### src/hw/i2c_mt_pkg.sv
// constants and state type for the two-wire master transmitter
package i2c_mt_pkg;
   // ----------------------------------------------------------------------
   // timing
   // ----------------------------------------------------------------------
   localparam int CLK_PERIOD_PS = 25000;
   localparam int MAX_RATE_KBPS = 400;
   localparam int BIT_PERIOD_PS = 1000000000 / MAX_RATE_KBPS;
   localparam int MIN_HALF_CYC =
      (BIT_PERIOD_PS / 2 + CLK_PERIOD_PS - 1) / CLK_PERIOD_PS;
   // ----------------------------------------------------------------------
   // widths and counts
   // ----------------------------------------------------------------------
   localparam int ADDR_W = 7;
   localparam int DIV_W = 8;
   localparam int PRE_W = 3;
   localparam int TMR_W = 16;
   localparam int BYTE_BITS = 8;
   localparam int FIFO_DEPTH = 16;
   localparam logic [TMR_W-1:0] MIN_HALF = TMR_W'(MIN_HALF_CYC);
   localparam logic [3:0] ACK_SLOT = 4'h8;
   localparam logic [3:0] BIT_CNT_RST = 4'h0;
   localparam logic [BYTE_BITS-1:0] SHIFT_RST = 8'hff;
   localparam logic [TMR_W-1:0] TMR_RST = 16'h0000;
   // ----------------------------------------------------------------------
   // bus sequencer states, gray along start, bits, hold, stop
   // ----------------------------------------------------------------------
   typedef enum logic [2:0] {
      ST_IDLE = 3'h0,
      ST_START = 3'h1,
      ST_LOW = 3'h3,
      ST_HIGH = 3'h2,
      ST_HOLD = 3'h6,
      ST_STOP_LOW = 3'h7,
      ST_STOP_HIGH = 3'h5,
      ST_STOP_END = 3'h4
   } seq_state_t;
endpackage

### src/hw/i2c_master_transmitter.sv
// two-wire bus master transmitter with transmit byte fifo
`timescale 1ns/1ps

// --------------------------------------------------------------------------
// synchronous fifo
// --------------------------------------------------------------------------
module tx_byte_fifo #(
   parameter int WIDTH = 8,
   parameter int DEPTH = 16
) (
   input wire logic i_clk_sys,
   input wire logic i_rst_n,
   input wire logic i_flush,
   input wire logic i_wr_valid,
   input wire logic [WIDTH-1:0] i_wr_data,
   output logic o_wr_ready,
   output logic o_rd_valid,
   output logic [WIDTH-1:0] o_rd_data,
   input wire logic i_rd_ready
);
   localparam int AW = $clog2(DEPTH);
   logic [WIDTH-1:0] mem [DEPTH];
   logic [AW:0] wr_ptr_reg;
   logic [AW:0] rd_ptr_reg;
   wire full = (wr_ptr_reg[AW] != rd_ptr_reg[AW]) &&
      (wr_ptr_reg[AW-1:0] == rd_ptr_reg[AW-1:0]);
   wire empty = (wr_ptr_reg == rd_ptr_reg);
   wire do_wr = i_wr_valid && !full;
   wire do_rd = i_rd_ready && !empty;

   assign o_wr_ready = !full;
   assign o_rd_valid = !empty;
   assign o_rd_data = mem[rd_ptr_reg[AW-1:0]];

   always_ff @(posedge i_clk_sys) begin
      if (do_wr) begin
         mem[wr_ptr_reg[AW-1:0]] <= i_wr_data;
      end
   end

   always_ff @(posedge i_clk_sys or negedge i_rst_n) begin
      if (!i_rst_n) begin
         wr_ptr_reg <= '0;
         rd_ptr_reg <= '0;
      end else if (i_flush) begin
         rd_ptr_reg <= wr_ptr_reg;
      end else begin
         if (do_wr) begin
            wr_ptr_reg <= wr_ptr_reg + 1'b1;
         end
         if (do_rd) begin
            rd_ptr_reg <= rd_ptr_reg + 1'b1;
         end
      end
   end
endmodule

// --------------------------------------------------------------------------
// master transmitter top
// --------------------------------------------------------------------------
module i2c_master_transmitter #(
   parameter int FIFO_DEPTH = i2c_mt_pkg::FIFO_DEPTH
) (
   input wire logic i_clk_sys,
   input wire logic i_rst_n,
   input wire logic i_wire_clock_pin,
   output logic o_wire_clock_pin,
   output logic o_wire_clock_pin_oe,
   input wire logic i_wire_data_pin,
   output logic o_wire_data_pin,
   output logic o_wire_data_pin_oe,
   input wire logic [i2c_mt_pkg::ADDR_W-1:0] i_target_device_address,
   input wire logic i_read_direction_select,
   input wire logic [i2c_mt_pkg::PRE_W-1:0] i_clock_prescale,
   input wire logic [i2c_mt_pkg::DIV_W-1:0] i_clock_high_divider,
   input wire logic [i2c_mt_pkg::DIV_W-1:0] i_clock_low_divider,
   input wire logic i_slave_disable,
   input wire logic i_master_enable,
   input wire logic i_thr_valid,
   input wire logic [i2c_mt_pkg::BYTE_BITS-1:0] i_thr_data,
   output logic o_thr_ready,
   input wire logic i_stop_cmd,
   input wire logic i_status_read,
   input wire logic i_int_en_no_ack_flag,
   input wire logic i_int_en_transmit_ready_flag,
   input wire logic i_int_en_arb,
   output logic o_no_ack_flag,
   output logic o_transmit_ready_flag,
   output logic o_arb_lost_flag,
   output logic o_slave_mode,
   output logic o_busy,
   output logic o_dma_tx_request,
   output logic o_irq
);
   // ----------------------------------------------------------------------
   // pin synchronisers
   // ----------------------------------------------------------------------
   logic scl_meta_reg, scl_s_reg, sda_meta_reg, sda_s_reg;
   always_ff @(posedge i_clk_sys or negedge i_rst_n) begin
      if (!i_rst_n) begin
         scl_meta_reg <= 1'b1;
         scl_s_reg <= 1'b1;
         sda_meta_reg <= 1'b1;
         sda_s_reg <= 1'b1;
      end else begin
         scl_meta_reg <= i_wire_clock_pin;
         scl_s_reg <= scl_meta_reg;
         sda_meta_reg <= i_wire_data_pin;
         sda_s_reg <= sda_meta_reg;
      end
   end

   // ----------------------------------------------------------------------
   // state and datapath registers
   // ----------------------------------------------------------------------
   i2c_mt_pkg::seq_state_t state_reg, state_next;
   logic [i2c_mt_pkg::TMR_W-1:0] tmr_reg;
   logic [3:0] bit_cnt_reg;
   logic [i2c_mt_pkg::BYTE_BITS-1:0] shreg_reg;
   logic stop_pend_reg, no_ack_flag_reg, transmit_ready_flag_reg, arb_reg, slave_reg;
   logic scl_oe_reg, sda_oe_reg;

   // ----------------------------------------------------------------------
   // fifo in front of the shifter
   // ----------------------------------------------------------------------
   wire fifo_vld;
   wire [i2c_mt_pkg::BYTE_BITS-1:0] fifo_data;
   wire fifo_pop;
   wire no_ack_flag_ev;
   wire thr_wr = i_thr_valid && o_thr_ready;

   tx_byte_fifo #(
      .WIDTH(i2c_mt_pkg::BYTE_BITS),
      .DEPTH(FIFO_DEPTH)
   ) u_fifo (
      .i_clk_sys(i_clk_sys),
      .i_rst_n(i_rst_n),
      .i_flush(no_ack_flag_ev),
      .i_wr_valid(i_thr_valid),
      .i_wr_data(i_thr_data),
      .o_wr_ready(o_thr_ready),
      .o_rd_valid(fifo_vld),
      .o_rd_data(fifo_data),
      .i_rd_ready(fifo_pop)
   );

   // ----------------------------------------------------------------------
   // phase lengths, floored to the fastest legal bit rate
   // ----------------------------------------------------------------------
   wire [i2c_mt_pkg::TMR_W-1:0] lo_raw =
      i2c_mt_pkg::TMR_W'(i_clock_low_divider) << i_clock_prescale;
   wire [i2c_mt_pkg::TMR_W-1:0] hi_raw =
      i2c_mt_pkg::TMR_W'(i_clock_high_divider) << i_clock_prescale;
   wire [i2c_mt_pkg::TMR_W-1:0] lo_ph =
      (lo_raw < i2c_mt_pkg::MIN_HALF) ? i2c_mt_pkg::MIN_HALF : lo_raw;
   wire [i2c_mt_pkg::TMR_W-1:0] hi_ph =
      (hi_raw < i2c_mt_pkg::MIN_HALF) ? i2c_mt_pkg::MIN_HALF : hi_raw;

   // ----------------------------------------------------------------------
   // decode
   // ----------------------------------------------------------------------
   wire tmr_zero = (tmr_reg == i2c_mt_pkg::TMR_RST);
   wire hi_wait = (state_reg == i2c_mt_pkg::ST_START) ||
      (state_reg == i2c_mt_pkg::ST_HIGH) ||
      (state_reg == i2c_mt_pkg::ST_STOP_HIGH) ||
      (state_reg == i2c_mt_pkg::ST_STOP_END);
   wire phase_end = tmr_zero && (!hi_wait || scl_s_reg);
   wire hi_end = (state_reg == i2c_mt_pkg::ST_HIGH) && phase_end;
   wire ack_slot = (bit_cnt_reg == i2c_mt_pkg::ACK_SLOT);
   wire ack_ev = hi_end && ack_slot && !sda_s_reg;
   assign no_ack_flag_ev = hi_end && ack_slot && sda_s_reg;
   wire arb_ev = hi_end && !ack_slot && shreg_reg[7] && !sda_s_reg;
   wire bus_free = scl_s_reg && sda_s_reg;
   wire can_start = i_master_enable && i_slave_disable && fifo_vld &&
      bus_free;
   assign fifo_pop = fifo_vld && (ack_ev ||
      (state_reg == i2c_mt_pkg::ST_HOLD));
   wire load_byte = fifo_pop;

   // lines driven low, never high
   wire scl_drv = (state_reg == i2c_mt_pkg::ST_LOW) ||
      (state_reg == i2c_mt_pkg::ST_HOLD) ||
      (state_reg == i2c_mt_pkg::ST_STOP_LOW);
   wire sda_drv = (state_reg == i2c_mt_pkg::ST_START) ||
      (state_reg == i2c_mt_pkg::ST_STOP_LOW) ||
      (state_reg == i2c_mt_pkg::ST_STOP_HIGH) ||
      (((state_reg == i2c_mt_pkg::ST_LOW) ||
        (state_reg == i2c_mt_pkg::ST_HIGH)) &&
       !ack_slot && !shreg_reg[7]);

   // ----------------------------------------------------------------------
   // sequencer
   // ----------------------------------------------------------------------
   always_comb begin
      state_next = state_reg;
      case (state_reg)
         i2c_mt_pkg::ST_IDLE: begin
            if (can_start) begin
               state_next = i2c_mt_pkg::ST_START;
            end
         end
         i2c_mt_pkg::ST_START: begin
            if (phase_end) begin
               state_next = i2c_mt_pkg::ST_LOW;
            end
         end
         i2c_mt_pkg::ST_LOW: begin
            if (phase_end) begin
               state_next = i2c_mt_pkg::ST_HIGH;
            end
         end
         i2c_mt_pkg::ST_HIGH: begin
            if (arb_ev) begin
               state_next = i2c_mt_pkg::ST_IDLE;
            end else if (no_ack_flag_ev) begin
               state_next = i2c_mt_pkg::ST_STOP_LOW;
            end else if (hi_end && !ack_slot) begin
               state_next = i2c_mt_pkg::ST_LOW;
            end else if (ack_ev && fifo_pop) begin
               state_next = i2c_mt_pkg::ST_LOW;
            end else if (ack_ev && stop_pend_reg) begin
               state_next = i2c_mt_pkg::ST_STOP_LOW;
            end else if (ack_ev) begin
               state_next = i2c_mt_pkg::ST_HOLD;
            end
         end
         i2c_mt_pkg::ST_HOLD: begin
            if (fifo_vld) begin
               state_next = i2c_mt_pkg::ST_LOW;
            end else if (stop_pend_reg) begin
               state_next = i2c_mt_pkg::ST_STOP_LOW;
            end
         end
         i2c_mt_pkg::ST_STOP_LOW: begin
            if (phase_end) begin
               state_next = i2c_mt_pkg::ST_STOP_HIGH;
            end
         end
         i2c_mt_pkg::ST_STOP_HIGH: begin
            if (phase_end) begin
               state_next = i2c_mt_pkg::ST_STOP_END;
            end
         end
         i2c_mt_pkg::ST_STOP_END: begin
            if (phase_end) begin
               state_next = i2c_mt_pkg::ST_IDLE;
            end
         end
         default: begin
            state_next = i2c_mt_pkg::ST_IDLE;
         end
      endcase
   end

   wire state_chg = (state_next != state_reg);
   wire next_lo = (state_next == i2c_mt_pkg::ST_LOW) ||
      (state_next == i2c_mt_pkg::ST_STOP_LOW);
   wire [i2c_mt_pkg::TMR_W-1:0] tmr_load = next_lo ? lo_ph : hi_ph;

   always_ff @(posedge i_clk_sys or negedge i_rst_n) begin
      if (!i_rst_n) begin
         state_reg <= i2c_mt_pkg::ST_IDLE;
         tmr_reg <= i2c_mt_pkg::TMR_RST;
      end else begin
         state_reg <= state_next;
         if (state_chg) begin
            tmr_reg <= tmr_load;
         end else if (!tmr_zero && (!hi_wait || scl_s_reg)) begin
            tmr_reg <= tmr_reg - 1'b1;
         end
      end
   end

   // ----------------------------------------------------------------------
   // shifter: address plus direction first, then data bytes
   // ----------------------------------------------------------------------
   always_ff @(posedge i_clk_sys or negedge i_rst_n) begin
      if (!i_rst_n) begin
         shreg_reg <= i2c_mt_pkg::SHIFT_RST;
         bit_cnt_reg <= i2c_mt_pkg::BIT_CNT_RST;
      end else if (state_reg == i2c_mt_pkg::ST_IDLE && can_start) begin
         shreg_reg <= {i_target_device_address,
                       i_read_direction_select};
         bit_cnt_reg <= i2c_mt_pkg::BIT_CNT_RST;
      end else if (load_byte) begin
         shreg_reg <= fifo_data;
         bit_cnt_reg <= i2c_mt_pkg::BIT_CNT_RST;
      end else if (hi_end && !ack_slot) begin
         shreg_reg <= {shreg_reg[6:0], 1'b1};
         bit_cnt_reg <= bit_cnt_reg + 1'b1;
      end
   end

   // ----------------------------------------------------------------------
   // status flags, set wins over clear
   // ----------------------------------------------------------------------
   wire stop_take = state_chg && (state_next == i2c_mt_pkg::ST_STOP_LOW);
   always_ff @(posedge i_clk_sys or negedge i_rst_n) begin
      if (!i_rst_n) begin
         stop_pend_reg <= 1'b0;
         no_ack_flag_reg <= 1'b0;
         transmit_ready_flag_reg <= 1'b0;
         arb_reg <= 1'b0;
         slave_reg <= 1'b0;
      end else begin
         stop_pend_reg <= (i_stop_cmd && o_busy) ||
            (stop_pend_reg && !stop_take);
         no_ack_flag_reg <= no_ack_flag_ev || (no_ack_flag_reg && !i_status_read);
         transmit_ready_flag_reg <= ack_ev || (transmit_ready_flag_reg && !thr_wr);
         arb_reg <= arb_ev || (arb_reg && !i_status_read);
         slave_reg <= arb_ev || (slave_reg && !can_start);
      end
   end

   // ----------------------------------------------------------------------
   // outputs
   // ----------------------------------------------------------------------
   // data waits one cycle after the clock falls, so no false start/stop
   wire sda_hold = ((state_reg == i2c_mt_pkg::ST_LOW) ||
      (state_reg == i2c_mt_pkg::ST_STOP_LOW)) && !scl_oe_reg;
   always_ff @(posedge i_clk_sys or negedge i_rst_n) begin
      if (!i_rst_n) begin
         scl_oe_reg <= 1'b0;
         sda_oe_reg <= 1'b0;
      end else begin
         scl_oe_reg <= scl_drv;
         sda_oe_reg <= sda_hold ? sda_oe_reg : sda_drv;
      end
   end

   assign o_wire_clock_pin = 1'b0;
   assign o_wire_data_pin = 1'b0;
   assign o_wire_clock_pin_oe = scl_oe_reg;
   assign o_wire_data_pin_oe = sda_oe_reg;
   assign o_no_ack_flag = no_ack_flag_reg;
   assign o_transmit_ready_flag = transmit_ready_flag_reg;
   assign o_arb_lost_flag = arb_reg;
   assign o_slave_mode = slave_reg;
   assign o_busy = (state_reg != i2c_mt_pkg::ST_IDLE);
   assign o_dma_tx_request = transmit_ready_flag_reg;
   assign o_irq = (no_ack_flag_reg && i_int_en_no_ack_flag) ||
      (transmit_ready_flag_reg && i_int_en_transmit_ready_flag) || (arb_reg && i_int_en_arb);

   // ----------------------------------------------------------------------
   // assertions
   // ----------------------------------------------------------------------
   property p_idle_released;
      @(posedge i_clk_sys) disable iff (!i_rst_n)
      state_reg == i2c_mt_pkg::ST_IDLE ##1 state_reg == i2c_mt_pkg::ST_IDLE
         |-> !o_wire_clock_pin_oe && !o_wire_data_pin_oe;
   endproperty
   a_idle_released: assert property (p_idle_released)
      else $error("bus not released while idle");

   property p_start_shape;
      @(posedge i_clk_sys) disable iff (!i_rst_n)
      state_reg == i2c_mt_pkg::ST_START |-> sda_drv && !scl_drv;
   endproperty
   a_start_shape: assert property (p_start_shape)
      else $error("start not data low with clock released");

   property p_stop_shape;
      @(posedge i_clk_sys) disable iff (!i_rst_n)
      state_reg == i2c_mt_pkg::ST_STOP_HIGH &&
         state_next == i2c_mt_pkg::ST_STOP_END
         |=> !sda_drv && !scl_drv && $past(sda_drv);
   endproperty
   a_stop_shape: assert property (p_stop_shape)
      else $error("stop not data rise with clock released");

   property p_addr_load;
      @(posedge i_clk_sys) disable iff (!i_rst_n)
      state_reg == i2c_mt_pkg::ST_IDLE && can_start
         |=> state_reg == i2c_mt_pkg::ST_START &&
         shreg_reg == {$past(i_target_device_address),
                       $past(i_read_direction_select)};
   endproperty
   a_addr_load: assert property (p_addr_load)
      else $error("address and direction not loaded at start");

   property p_ack_release;
      @(posedge i_clk_sys) disable iff (!i_rst_n)
      (state_reg == i2c_mt_pkg::ST_LOW ||
       state_reg == i2c_mt_pkg::ST_HIGH) && ack_slot |-> !sda_drv;
   endproperty
   a_ack_release: assert property (p_ack_release)
      else $error("data driven during acknowledge slot");

   property p_no_ack_flag_flag;
      @(posedge i_clk_sys) disable iff (!i_rst_n)
      hi_end && ack_slot && sda_s_reg
         |=> o_no_ack_flag && state_reg == i2c_mt_pkg::ST_STOP_LOW;
   endproperty
   a_no_ack_flag_flag: assert property (p_no_ack_flag_flag)
      else $error("missing ack not flagged or stop not begun");

   property p_transmit_ready_flag_hold;
      @(posedge i_clk_sys) disable iff (!i_rst_n)
      o_transmit_ready_flag && !thr_wr |=> o_transmit_ready_flag;
   endproperty
   a_transmit_ready_flag_hold: assert property (p_transmit_ready_flag_hold)
      else $error("transmit ready dropped without a write");

   property p_hold_low;
      @(posedge i_clk_sys) disable iff (!i_rst_n)
      state_reg == i2c_mt_pkg::ST_HOLD && !fifo_vld && !stop_pend_reg
         |=> o_wire_clock_pin_oe;
   endproperty
   a_hold_low: assert property (p_hold_low)
      else $error("clock released while stretching");

   property p_stop_cause;
      @(posedge i_clk_sys) disable iff (!i_rst_n)
      stop_take |-> stop_pend_reg || no_ack_flag_ev;
   endproperty
   a_stop_cause: assert property (p_stop_cause)
      else $error("stop without command or missing ack");

   property p_irq_mask;
      @(posedge i_clk_sys) disable iff (!i_rst_n)
      !i_int_en_no_ack_flag && !i_int_en_transmit_ready_flag && !i_int_en_arb |-> !o_irq;
   endproperty
   a_irq_mask: assert property (p_irq_mask)
      else $error("interrupt raised with all sources masked");

   property p_arb_slave;
      @(posedge i_clk_sys) disable iff (!i_rst_n)
      arb_ev |=> o_slave_mode && state_reg == i2c_mt_pkg::ST_IDLE;
   endproperty
   a_arb_slave: assert property (p_arb_slave)
      else $error("lost arbitration did not drop to slave");

   property p_low_len;
      @(posedge i_clk_sys) disable iff (!i_rst_n)
      $rose(state_reg == i2c_mt_pkg::ST_LOW) |-> tmr_reg >= i2c_mt_pkg::MIN_HALF;
   endproperty
   a_low_len: assert property (p_low_len)
      else $error("clock low phase shorter than rate limit");
endmodule

### config.mk
export PLATFORM = sky130hd
export DESIGN_NAME = i2c_master_transmitter
export DESIGN_NICKNAME = d
export VERILOG_FILES = /design/src/hw/i2c_mt_pkg.sv /design/src/hw/i2c_master_transmitter.sv
export SDC_FILE = /design/constraint.sdc
export NUM_CORES = 1
export LEC_CHECK = 0
export ABC_CLOCK_PERIOD_IN_PS = 3300
export BUFFER_PORTS_ARGS = -buffer_cell sky130_fd_sc_hd__buf_4
export CAP_MARGIN = 20
export CORE_MARGIN = 3
export CORE_UTILIZATION = 24
export CTS_BUF_LIST = sky130_fd_sc_hd__clkbuf_16
export DETAILED_ROUTE_END_ITERATION = 12
export SYNTH_ARGS = -nofsm -noshare
export SYNTH_HDL_FRONTEND = slang
export SYNTH_SLANG_ARGS = --single-unit
### constraint.sdc
create_clock -name i_clk_sys -period 3.3 [get_ports i_clk_sys]
set_input_delay 0.495 -clock i_clk_sys [delete_from_list [all_inputs] [get_ports i_clk_sys]]
set_output_delay 0.495 -clock i_clk_sys [all_outputs]
set_load 0.02 [all_outputs]
==> impl_metrics.tcl, run 1 <==
set metrics [dict create \
    layout_min_cycle_time_ps 3100 \
    clock.fmax_mhz 323 \
    timing.rr.start "tmr_reg[6]" \
    largest_reg_flops 128 \
    critPathLaunchType "flop" \
    overflow 0 \
    fin_cells 1189 \
    final_hold_viol_count 0 \
    pwr-share-comb_pct 18.9 \
    peakVddDrop_mv 0.447 \
    tritoncts "built" \
    period_share_pct 93.8 \
    yosys_warnings 0 \
    vias_per_cell 4.74 \
    ios 59 \
    cp_top_family "simple AND/OR/NAND/NOR gates" \
    synthToLayoutAreaGrowth_pct 18.2 \
    core_area_um2 35800 \
    firstDrtPassIters 5 \
    grt_antenna_before_repair 0 \
    drt_iter0_drc 382 \
    dpl.cell_count 1157 \
    wl_um 20300 \
    avgSynthCellArea_um2 13.6 \
    maxSlewViolCount 0 \
    p_sw_share_pct 30.2 \
    clock_latency_ps 430 \
    power.leakage_nw 3.64 \
    die_x_um 198 \
    cts_max_level 4 \
    cts.sinks 180 \
    postSynthCellCount 648 \
    grt_pass1_vias 5642 \
    holdBufCountCts 0 \
    detail-route-antenna-nets 0 \
    seq_area_frac_synth_pct 58.6 \
    synth_cell_type_count 69 \
    synth_top_area_share_pct 43.6 \
    synth_edf_count 128 \
    reg2reg_to "tmr_reg[6]" \
    finClkSkew_ps 10.4 \
    drive_gt1_share_pct 27.1 \
    rsz0062_at_grt "false" \
    hold_class "in2async" \
    crit_buf_inv 1 \
    p_total_mw 6.14 \
    ys_seq_elements 180 \
    grt_pass1_wl_um 31900 \
    max_cap_violations 0 \
    dp_hpwl_um 14700 \
    power_frac_seq_pct 50.1 \
    diodes 0 \
    layout.nets 771 \
    ys.flop_type "edfxtp_1" \
    synthTopCellsByArea "edfxtp_1, dfrtp_1, mux4_2" \
    post-cts-setup-buffers 0 \
    cts_resized 0 \
    grt_max_degree 53 \
    die_h_um 198 \
    r2r_cells 8 \
    path_clk_slew_ps 70 \
    row_count 69 \
    cp_cell_sequence "or4_4, or4b_1, nor3_2, o211ai_1, o2111ai_2, buf_4, nor2_1, a41oi_2" \
    wl_per_cell_um 17.0 \
    slew_headroom_pct 49.2 \
    syn-cell-area_um2 8810 \
    vias 5635 \
    p_int_mw 4.29 \
    status "finished clean" \
    worstPathArrival_ps 3450 \
    slowest_stage "or4_4" \
    setup_viol 0 \
    slowest_delay_ps 600 \
    worstPathMaxFanout 15 \
    clock_path_buffers 2 \
    worst_pin_slew_ps 756 \
    clkPwrFrac_pct 31.0 \
    numCtsBuffers 17 \
    grt_usage_pct 10.5 \
    dieArea_um2 39000 \
    crit_required_ps 3650 \
    regToRegSetupSlack_ps 200 \
    clockRootBuffer "clkbuf_16" \
    drc_errors 0 \
    tns_ps 0 \
    regArea_um2 5160 \
    async_flop_share_pct 28.9 \
    power_density_nw_per_um2 590 \
    end_kind "flop" \
    multiInputGateArea_um2 3410 \
    yosys.area.top_type "edfxtp_1" \
    numPortBuffers 56 \
    fillCellCount 3628 \
    initial_core_util_pct 24.6 \
    gp_congestion 0.877 \
    power_switching_mw 1.86 \
    critPathKind "reg2reg" \
]
-- cell families (layout without fill, tap and decap cells) --
group | Yosys count | count (layout) | share of synthesized area (%)
xor+xnor | 30 | 30 | 2.98
other cells | 1 | 2 | 0.0426
mux | 76 | 76 | 14.9
buf+inv | 58 | 137 | 2.76
flops | 180 | 180 | 58.6
compound gates | 104 | 104 | 8.40
simple gates | 190 | 190 | 11.0
fa+ha+maj | 9 | 9 | 1.28
-- power by group through the flow --
| stage | Clock (mW) | Sequential (mW) | Combinational, mW |
|---|---|---|---|
| floorplan | 0 | 3.01 | 0.831 |
| global placement | 0 | 3.10 | 1.14 |
| detailed placement | 0 | 3.12 | 1.16 |
| CTS | 1.96 | 3.07 | 1.17 |
| global route | 2.05 | 3.12 | 1.30 |
| finish | 1.90 | 3.07 | 1.16 |
-- synth_stat cells, types with 2 or more instances --
cell type	number
xnor2_1	20
or2_2	2
nor2b_1	2
nand3_1	17
a21boi_0	2
edfxtp_1	128
and3_1	4
nor2_1	48
nor3b_1	3
a211oi_1	2
nor4_1	7
a21oi_1	19
o22ai_1	7
a22o_1	2
dfstp_2	12
nand3b_1	2
buf_1	3
nor3_1	20
o31a_1	3
nand2_1	51
xor2_1	10
clkbuf_1	26
mux2_2	13
inv_1	18
o211ai_1	3
a31oi_1	6
o21ai_0	22
o32ai_1	2
ha_1	9
mux4_2	43
nand2b_1	4
buf_2	4
o221ai_1	5
a21o_1	3
o2bb2ai_1	4
and2_1	2
o21a_1	3
a22oi_1	9
buf_4	4
dfrtp_1	40
or3_1	9
mux2i_1	20
nand4_1	9
-- metrics by stage --
stage	utilization, %	worst slack, ps	hold slack, ps	instance area (um^2)
after floorplan	-	497	199	8810
after global placement	27.5	344	348	9860
after global routing	29.1	2.55	150	10400
after detailed placement	27.5	268	351	9860
final	29.1	203	100	10400
after CTS	29.1	223	127	10400
-- layout by cell type (no fill, tap or decap), types with 4 or more instances in the layout --
cell | netlist | routed
or3_1 | 9 | 9
buf_4 | 4 | 84
nor2_1 | 48 | 48
o21ai_0 | 22 | 22
a21oi_1 | 19 | 19
nand2_1 | 51 | 51
dfrtp_1 | 40 | 39
nand4_1 | 9 | 9
inv_1 | 18 | 19
mux2_2 | 13 | 13
clkbuf_16 | 0 | 17
o22ai_1 | 7 | 7
ha_1 | 9 | 9
mux2i_1 | 20 | 20
o2bb2ai_1 | 4 | 4
nor4_1 | 7 | 7
a31oi_1 | 6 | 6
nor3_1 | 20 | 20
xor2_1 | 10 | 10
nand2b_1 | 4 | 4
dfstp_2 | 12 | 12
mux4_2 | 43 | 43
and3_1 | 4 | 4
nand3_1 | 17 | 17
xnor2_1 | 20 | 20
o221ai_1 | 5 | 5
clkinv_4 | 1 | 4
edfxtp_1 | 128 | 128
a22oi_1 | 9 | 9
-- routing by layer --
layer | global-route usage (%) | routed length [um]
met5 | 0 | 0
met2 | 17.6 | 10000
met4 | 2.20 | 145
met3 | 2.46 | 1220
met1 | 14.0 | 8850
-- worst max-delay path by stage --
| stage | start | end | slack, ps | cells after the start |
|---|---|---|---|---|
| after floorplan | tmr_reg[6] | tmr_reg[8] | 500 | 8 |
| after global placement | tmr_reg[6] | tmr_reg[6] | 340 | 8 |
| after detailed placement | tmr_reg[6] | tmr_reg[6] | 270 | 8 |
| after CTS | tmr_reg[6] | tmr_reg[6] | 220 | 8 |
| after global routing | tmr_reg[6] | tmr_reg[6] | 3 | 8 |
| final | tmr_reg[6] | tmr_reg[6] | 200 | 8 |
-- layout make-up --
class	count	share of cell area, %
Clock inverter	15	1.20
Inverter	21	0.805
Clock buffer	17	4.09
Multi-Input combinational cell	411	32.7
Timing Repair Buffer	84	6.06
Sequential cell	180	49.6
Tap cell	461	5.54
Power figures use the tool's default switching activity.
==> run 2: changes to the inputs <==
--- a/config.mk
+++ b/config.mk
@@ -5,8 +5,8 @@
 export SDC_FILE = /design/constraint.sdc
 export NUM_CORES = 1
 export LEC_CHECK = 0
-export ABC_CLOCK_PERIOD_IN_PS = 3300
-export BUFFER_PORTS_ARGS = -buffer_cell sky130_fd_sc_hd__buf_4
+export ABC_CLOCK_PERIOD_IN_PS = 3400
+export BUFFER_PORTS_ARGS = -buffer_cell sky130_fd_sc_hd__buf_2
 export CAP_MARGIN = 20
 export CORE_MARGIN = 3
 export CORE_UTILIZATION = 24
==> constraint.sdc (replaced) <==
create_clock -name i_clk_sys -period 3.4 [get_ports i_clk_sys]
set_input_delay 0.51 -clock i_clk_sys [delete_from_list [all_inputs] [get_ports i_clk_sys]]
set_output_delay 0.51 -clock i_clk_sys [all_outputs]
set_load 0.02 [all_outputs]
==> run 2 against run 1 <==
Effect of this change: critical path depth did not move; clock skew fell by 2.2 ps; register-to-register slack improved by 100 ps; die area did not move; critical path type unchanged.
==> impl_metrics.tcl, run 2 (same netlist as run 1, synthesis figures left out) <==
set metrics [dict create \
    status "finished clean" \
    final_cell_mix "edfxtp_1, buf_2, nand2_1" \
    cts.sinks 180 \
    worst_pin_slew_ps 756 \
    grt_usage_pct 10.3 \
    path_clk_slew_ps 70 \
    cp_cell_sequence "or4_4, nand4b_4, o31a_1, nor4_4, inv_2, nand2_8, mux4_2, mux2i_1" \
    worstPathArrival_ps 3450 \
    grt_pass1_vias 5609 \
    maxSlewViolCount 0 \
    slew_headroom_pct 49.2 \
    diodes 0 \
    drive_gt1_share_pct 27.3 \
    largest_reg_flops 128 \
    crit_buf_inv 1 \
    synthToLayoutAreaGrowth_pct 17.2 \
    clock_latency_ps 430 \
    tns_ps 0 \
    clock.fmax_mhz 323 \
    vias 5617 \
    power_density_nw_per_um2 580 \
    final_common_cell "edfxtp_1" \
    ios 59 \
    critPathKind "reg2reg" \
    r2r_cells 8 \
    end_kind "flop" \
    power.leakage_nw 3.62 \
    cts_max_level 4 \
    layout.nets 773 \
    wl_um 19800 \
    final_hold_viol_count 0 \
    row_count 69 \
    die_h_um 198 \
    gp_congestion 0.822 \
    dpl.cell_count 1157 \
    regToRegSetupSlack_ps 300 \
    layout_min_cycle_time_ps 3100 \
    grt_antenna_before_repair 0 \
    slowest_delay_ps 610 \
    peakVddDrop_mv 0.380 \
    wl_per_cell_um 16.7 \
    grt_pass1_wl_um 31300 \
    reg2reg_to "tmr_reg[7]" \
    numPortBuffers 56 \
    overflow 0 \
    dieArea_um2 39000 \
    crit_required_ps 3750 \
    min_to "sda_meta_reg" \
    cts_resized 0 \
    cp_top_family "simple AND/OR/NAND/NOR gates" \
    initial_core_util_pct 24.6 \
    vias_per_cell 4.72 \
    setup_viol 0 \
    clock_path_buffers 2 \
    clockRootBuffer "clkbuf_16" \
    critPathLaunchType "flop" \
    die_x_um 198 \
    period_share_pct 91.1 \
    worstPathMaxFanout 14 \
    drt_iter0_drc 438 \
    core_area_um2 35800 \
    hold_depth 1 \
    hold_class "in2reg" \
    rsz0062_at_grt "false" \
    grt_max_degree 44 \
    fin_cells 1191 \
    timing.rr.start "tmr_reg[6]" \
    max_cap_violations 0 \
    firstDrtPassIters 5 \
    detail-route-antenna-nets 0 \
    drc_errors 0 \
    tritoncts "built" \
    hold_start "i_wire_data_pin" \
    slowest_stage "or4_4" \
    finClkSkew_ps 8.21 \
    dp_hpwl_um 14700 \
    numCtsBuffers 17 \
]
-- run 2: area by class of cell --
class	instances	area, um^2
repair buffers	86	520
clock inverters	15	148
clock buffers	17	425
well taps	461	577
inverters	21	83.8
fillers	3592	25500
flip-flops and latches	180	5160
multi-input cells	411	3410
-- run 2: metrics by stage --
stage	setup slack, ps	hold slack [ps]	area (um^2)	power (mW)	utilization, %
after floorplan	597	214	8810	3.73	-
after global placement	406	349	9720	4.10	27.1
after detailed placement	356	348	9720	4.12	27.1
after CTS	336	188	10300	6.05	28.7
after global routing	154	188	10300	6.28	28.8
final	304	201	10300	5.99	28.8
-- run 2: timing repair --
action	4_1_cts	5_1_grt
setup buffers	0	0
endpoints found under the hold margin	0	3
hold buffers	0	1
-- run 2: metal layers --
metal  wire [um]  GRT usage (%)  vias up  share of wire (%)
li1            -              -     2635                  -
met1        8900           13.6     2797                 45
met2        9690           17.0      153                 49
met3         840           2.17       32                4.2
met4         419           3.17        0                2.1
met5           0              0        -                  0
-- run 2: worst max path at each step --
stage | from | to | slack (ps) | depth (start not counted)
floorplan | tmr_reg[6] | tmr_reg[8] | 600 | 8
global placement | tmr_reg[6] | tmr_reg[8] | 410 | 8
detailed placement | tmr_reg[6] | tmr_reg[8] | 360 | 8
CTS | tmr_reg[6] | tmr_reg[8] | 340 | 8
global route | tmr_reg[6] | tmr_reg[11] | 150 | 8
finish | tmr_reg[6] | tmr_reg[7] | 300 | 8
-- run 2: power by group --
group          internal, mW  total (mW)  switching [mW]
clock                  1.03        1.90           0.874
combinational         0.464        1.11           0.650
sequential             2.73        2.97           0.248
==> run 3: changes to the inputs <==
--- a/config.mk
+++ b/config.mk
@@ -5,13 +5,14 @@
 export SDC_FILE = /design/constraint.sdc
 export NUM_CORES = 1
 export LEC_CHECK = 0
-export ABC_CLOCK_PERIOD_IN_PS = 3400
+export ABC_CLOCK_PERIOD_IN_PS = 3100
 export BUFFER_PORTS_ARGS = -buffer_cell sky130_fd_sc_hd__buf_2
 export CAP_MARGIN = 20
 export CORE_MARGIN = 3
 export CORE_UTILIZATION = 24
 export CTS_BUF_LIST = sky130_fd_sc_hd__clkbuf_16
 export DETAILED_ROUTE_END_ITERATION = 12
+export HOLD_SLACK_MARGIN = 0.06
 export SYNTH_ARGS = -nofsm -noshare
 export SYNTH_HDL_FRONTEND = slang
 export SYNTH_SLANG_ARGS = --single-unit
==> constraint.sdc (replaced) <==
create_clock -name i_clk_sys -period 3.1 [get_ports i_clk_sys]
set_input_delay 0.465 -clock i_clk_sys [delete_from_list [all_inputs] [get_ports i_clk_sys]]
set_output_delay 0.465 -clock i_clk_sys [all_outputs]
set_load 0.02 [all_outputs]
==> run 3 against run 2 <==
Effect of this change: highest routed layer unchanged; critical path type unchanged; final cell count rose by 0.84%; clock power rose by 19%; clock skew rose by 3.3 ps; sequential cell count did not move; power rose by 13%; wire length rose by 1.8%; worst hold slack got worse by 75 ps; sequential power rose by 8.8%.
==> impl_metrics.tcl, run 3 (same netlist as run 1, synthesis figures left out) <==
set metrics [dict create \
    p_int_mw 4.77 \
    hold_class "in2reg" \
    maxSlewViolCount 0 \
    final_cell_mix "edfxtp_1, buf_2, nand2_1" \
    detail-route-antenna-nets 0 \
    layout_min_cycle_time_ps 2920 \
    overflow 0 \
    slowest_delay_ps 600 \
    regArea_um2 5160 \
    worst_pin_slew_ps 805 \
    power_switching_mw 2.02 \
    clock_path_buffers 2 \
    rsz0062_at_grt "false" \
    max_cap_violations 0 \
    pwr-share-comb_pct 19.0 \
    multiInputGateArea_um2 3420 \
    design_area_um2 10500 \
    tns_ps 0 \
    final_util_pct 29.2 \
    dp_slack_ps 153 \
    hold-worst-slack_ps 126 \
    worstPathArrival_ps 3260 \
    tritoncts "built" \
    largest_reg_flops 128 \
    path_clk_slew_ps 70 \
    worstPathMaxFanout 17 \
    slowest_stage "or4_4" \
    diodes 0 \
    end_kind "flop" \
    die_x_um 198 \
    die_h_um 198 \
    numPortBuffers 56 \
    vias_per_cell 4.70 \
    layout.nets 783 \
    synthToLayoutAreaGrowth_pct 19.0 \
    critPathLaunchType "flop" \
    power.leakage_nw 3.70 \
    power_frac_seq_pct 47.6 \
    grt_antenna_before_repair 0 \
    layout_setup_ws_ps 180 \
    grt_pass1_wl_um 31700 \
    crit_required_ps 3450 \
    power_density_nw_per_um2 648 \
    dp_hpwl_um 14800 \
    p_sw_share_pct 29.7 \
    status "finished clean" \
    core_area_um2 35800 \
    gp_congestion 0.872 \
    initial_core_util_pct 24.6 \
    wl_um 20200 \
    grt_max_degree 44 \
    peakVddDrop_mv 0.471 \
    drive_gt1_share_pct 28.6 \
    finClkSkew_ps 11.5 \
    row_count 69 \
    final_common_cell "edfxtp_1" \
    cts.sinks 180 \
    cp_cell_sequence "or4_4, or4b_1, nor3_2, o211ai_1, o2111ai_4, buf_4, nor2_1, a41oi_2" \
    cts_max_level 4 \
    critPathKind "reg2reg" \
    post-cts-setup-buffers 0 \
    vias 5642 \
    clockRootBuffer "clkbuf_16" \
    firstDrtPassIters 4 \
    slew_headroom_pct 45.9 \
    final_hold_viol_count 0 \
    grt_pass1_vias 5616 \
    clock_latency_ps 430 \
    dieArea_um2 39000 \
    grt_usage_pct 10.4 \
    period_share_pct 94.2 \
    clkPwrFrac_pct 33.4 \
    postPlaceCellArea_um2 9800 \
    setup_viol 0 \
    ios 59 \
    drc_errors 0 \
    clock.fmax_mhz 342 \
    fillCellCount 3573 \
    drt_iter0_drc 350 \
    numCtsBuffers 17 \
    wl_per_cell_um 16.8 \
]
==> run 3: worst max-delay path, delay by kind of cell (launching register included) <==
family | cells | cell delay [ps]
DFF | 1 | 430
AOI/OAI and AO/OA | 3 | 640
buffers and inverters | 1 | 240
and+or+nand+nor | 4 | 1510
==> run 3: routing by layer <==
metal	vias up	routed length (um)	GRT usage, %
li1	2652	-	-
met2	162	10100	17.4
met3	16	1080	2.75
met5	-	0	0
met1	2812	8840	13.9
met4	0	160	2.02
==> run 3: what timing repair did <==
item | in CTS | in global routing
hold endpoints to repair | 0 | 6
setup endpoints to repair | 0 | 8
hold buffers | 0 | 1
gates resized for setup | 0 | 2
==> run 3: stage by stage <==
step	total power, mW	cells
final	6.79	1201
after global routing	7.14	1201
after global placement	4.52	1167
after detailed placement	4.56	1167
after CTS	6.86	1199
after floorplan	4.09	649
==> run 3: final timing paths <==
path                                       to            start  slack [ps]  cells past startpoint
max in group asynchronous           scl_s_reg          i_rst_n        2110                      3
worst min register to register      scl_s_reg     scl_meta_reg         360                      0
worst max-delay path               tmr_reg[6]       tmr_reg[6]         180                      8
worst min-delay path             sda_meta_reg  i_wire_data_pin         130                      1
min in group asynchronous       stop_pend_reg          i_rst_n         450                      2
worst max register to register     tmr_reg[6]       tmr_reg[6]         180                      8
==> run 3: cell type report <==
type,instances,area share [%]
Sequential cell,180,49.3
Multi-Input combinational cell,411,32.7
Timing Repair Buffer,96,5.68
Tap cell,461,5.50
Clock buffer,17,4.06
Clock inverter,15,2.02
Inverter,21,0.800
==> run 3: power by group through the flow <==
stage / clock network (mW) / registers [mW] / logic [mW]
finish: 2.27 / 3.23 / 1.29
global route: 2.43 / 3.28 / 1.44
detailed placement: 0 / 3.28 / 1.28
floorplan: 0 / 3.21 / 0.884
CTS: 2.33 / 3.23 / 1.29
global placement: 0 / 3.27 / 1.26
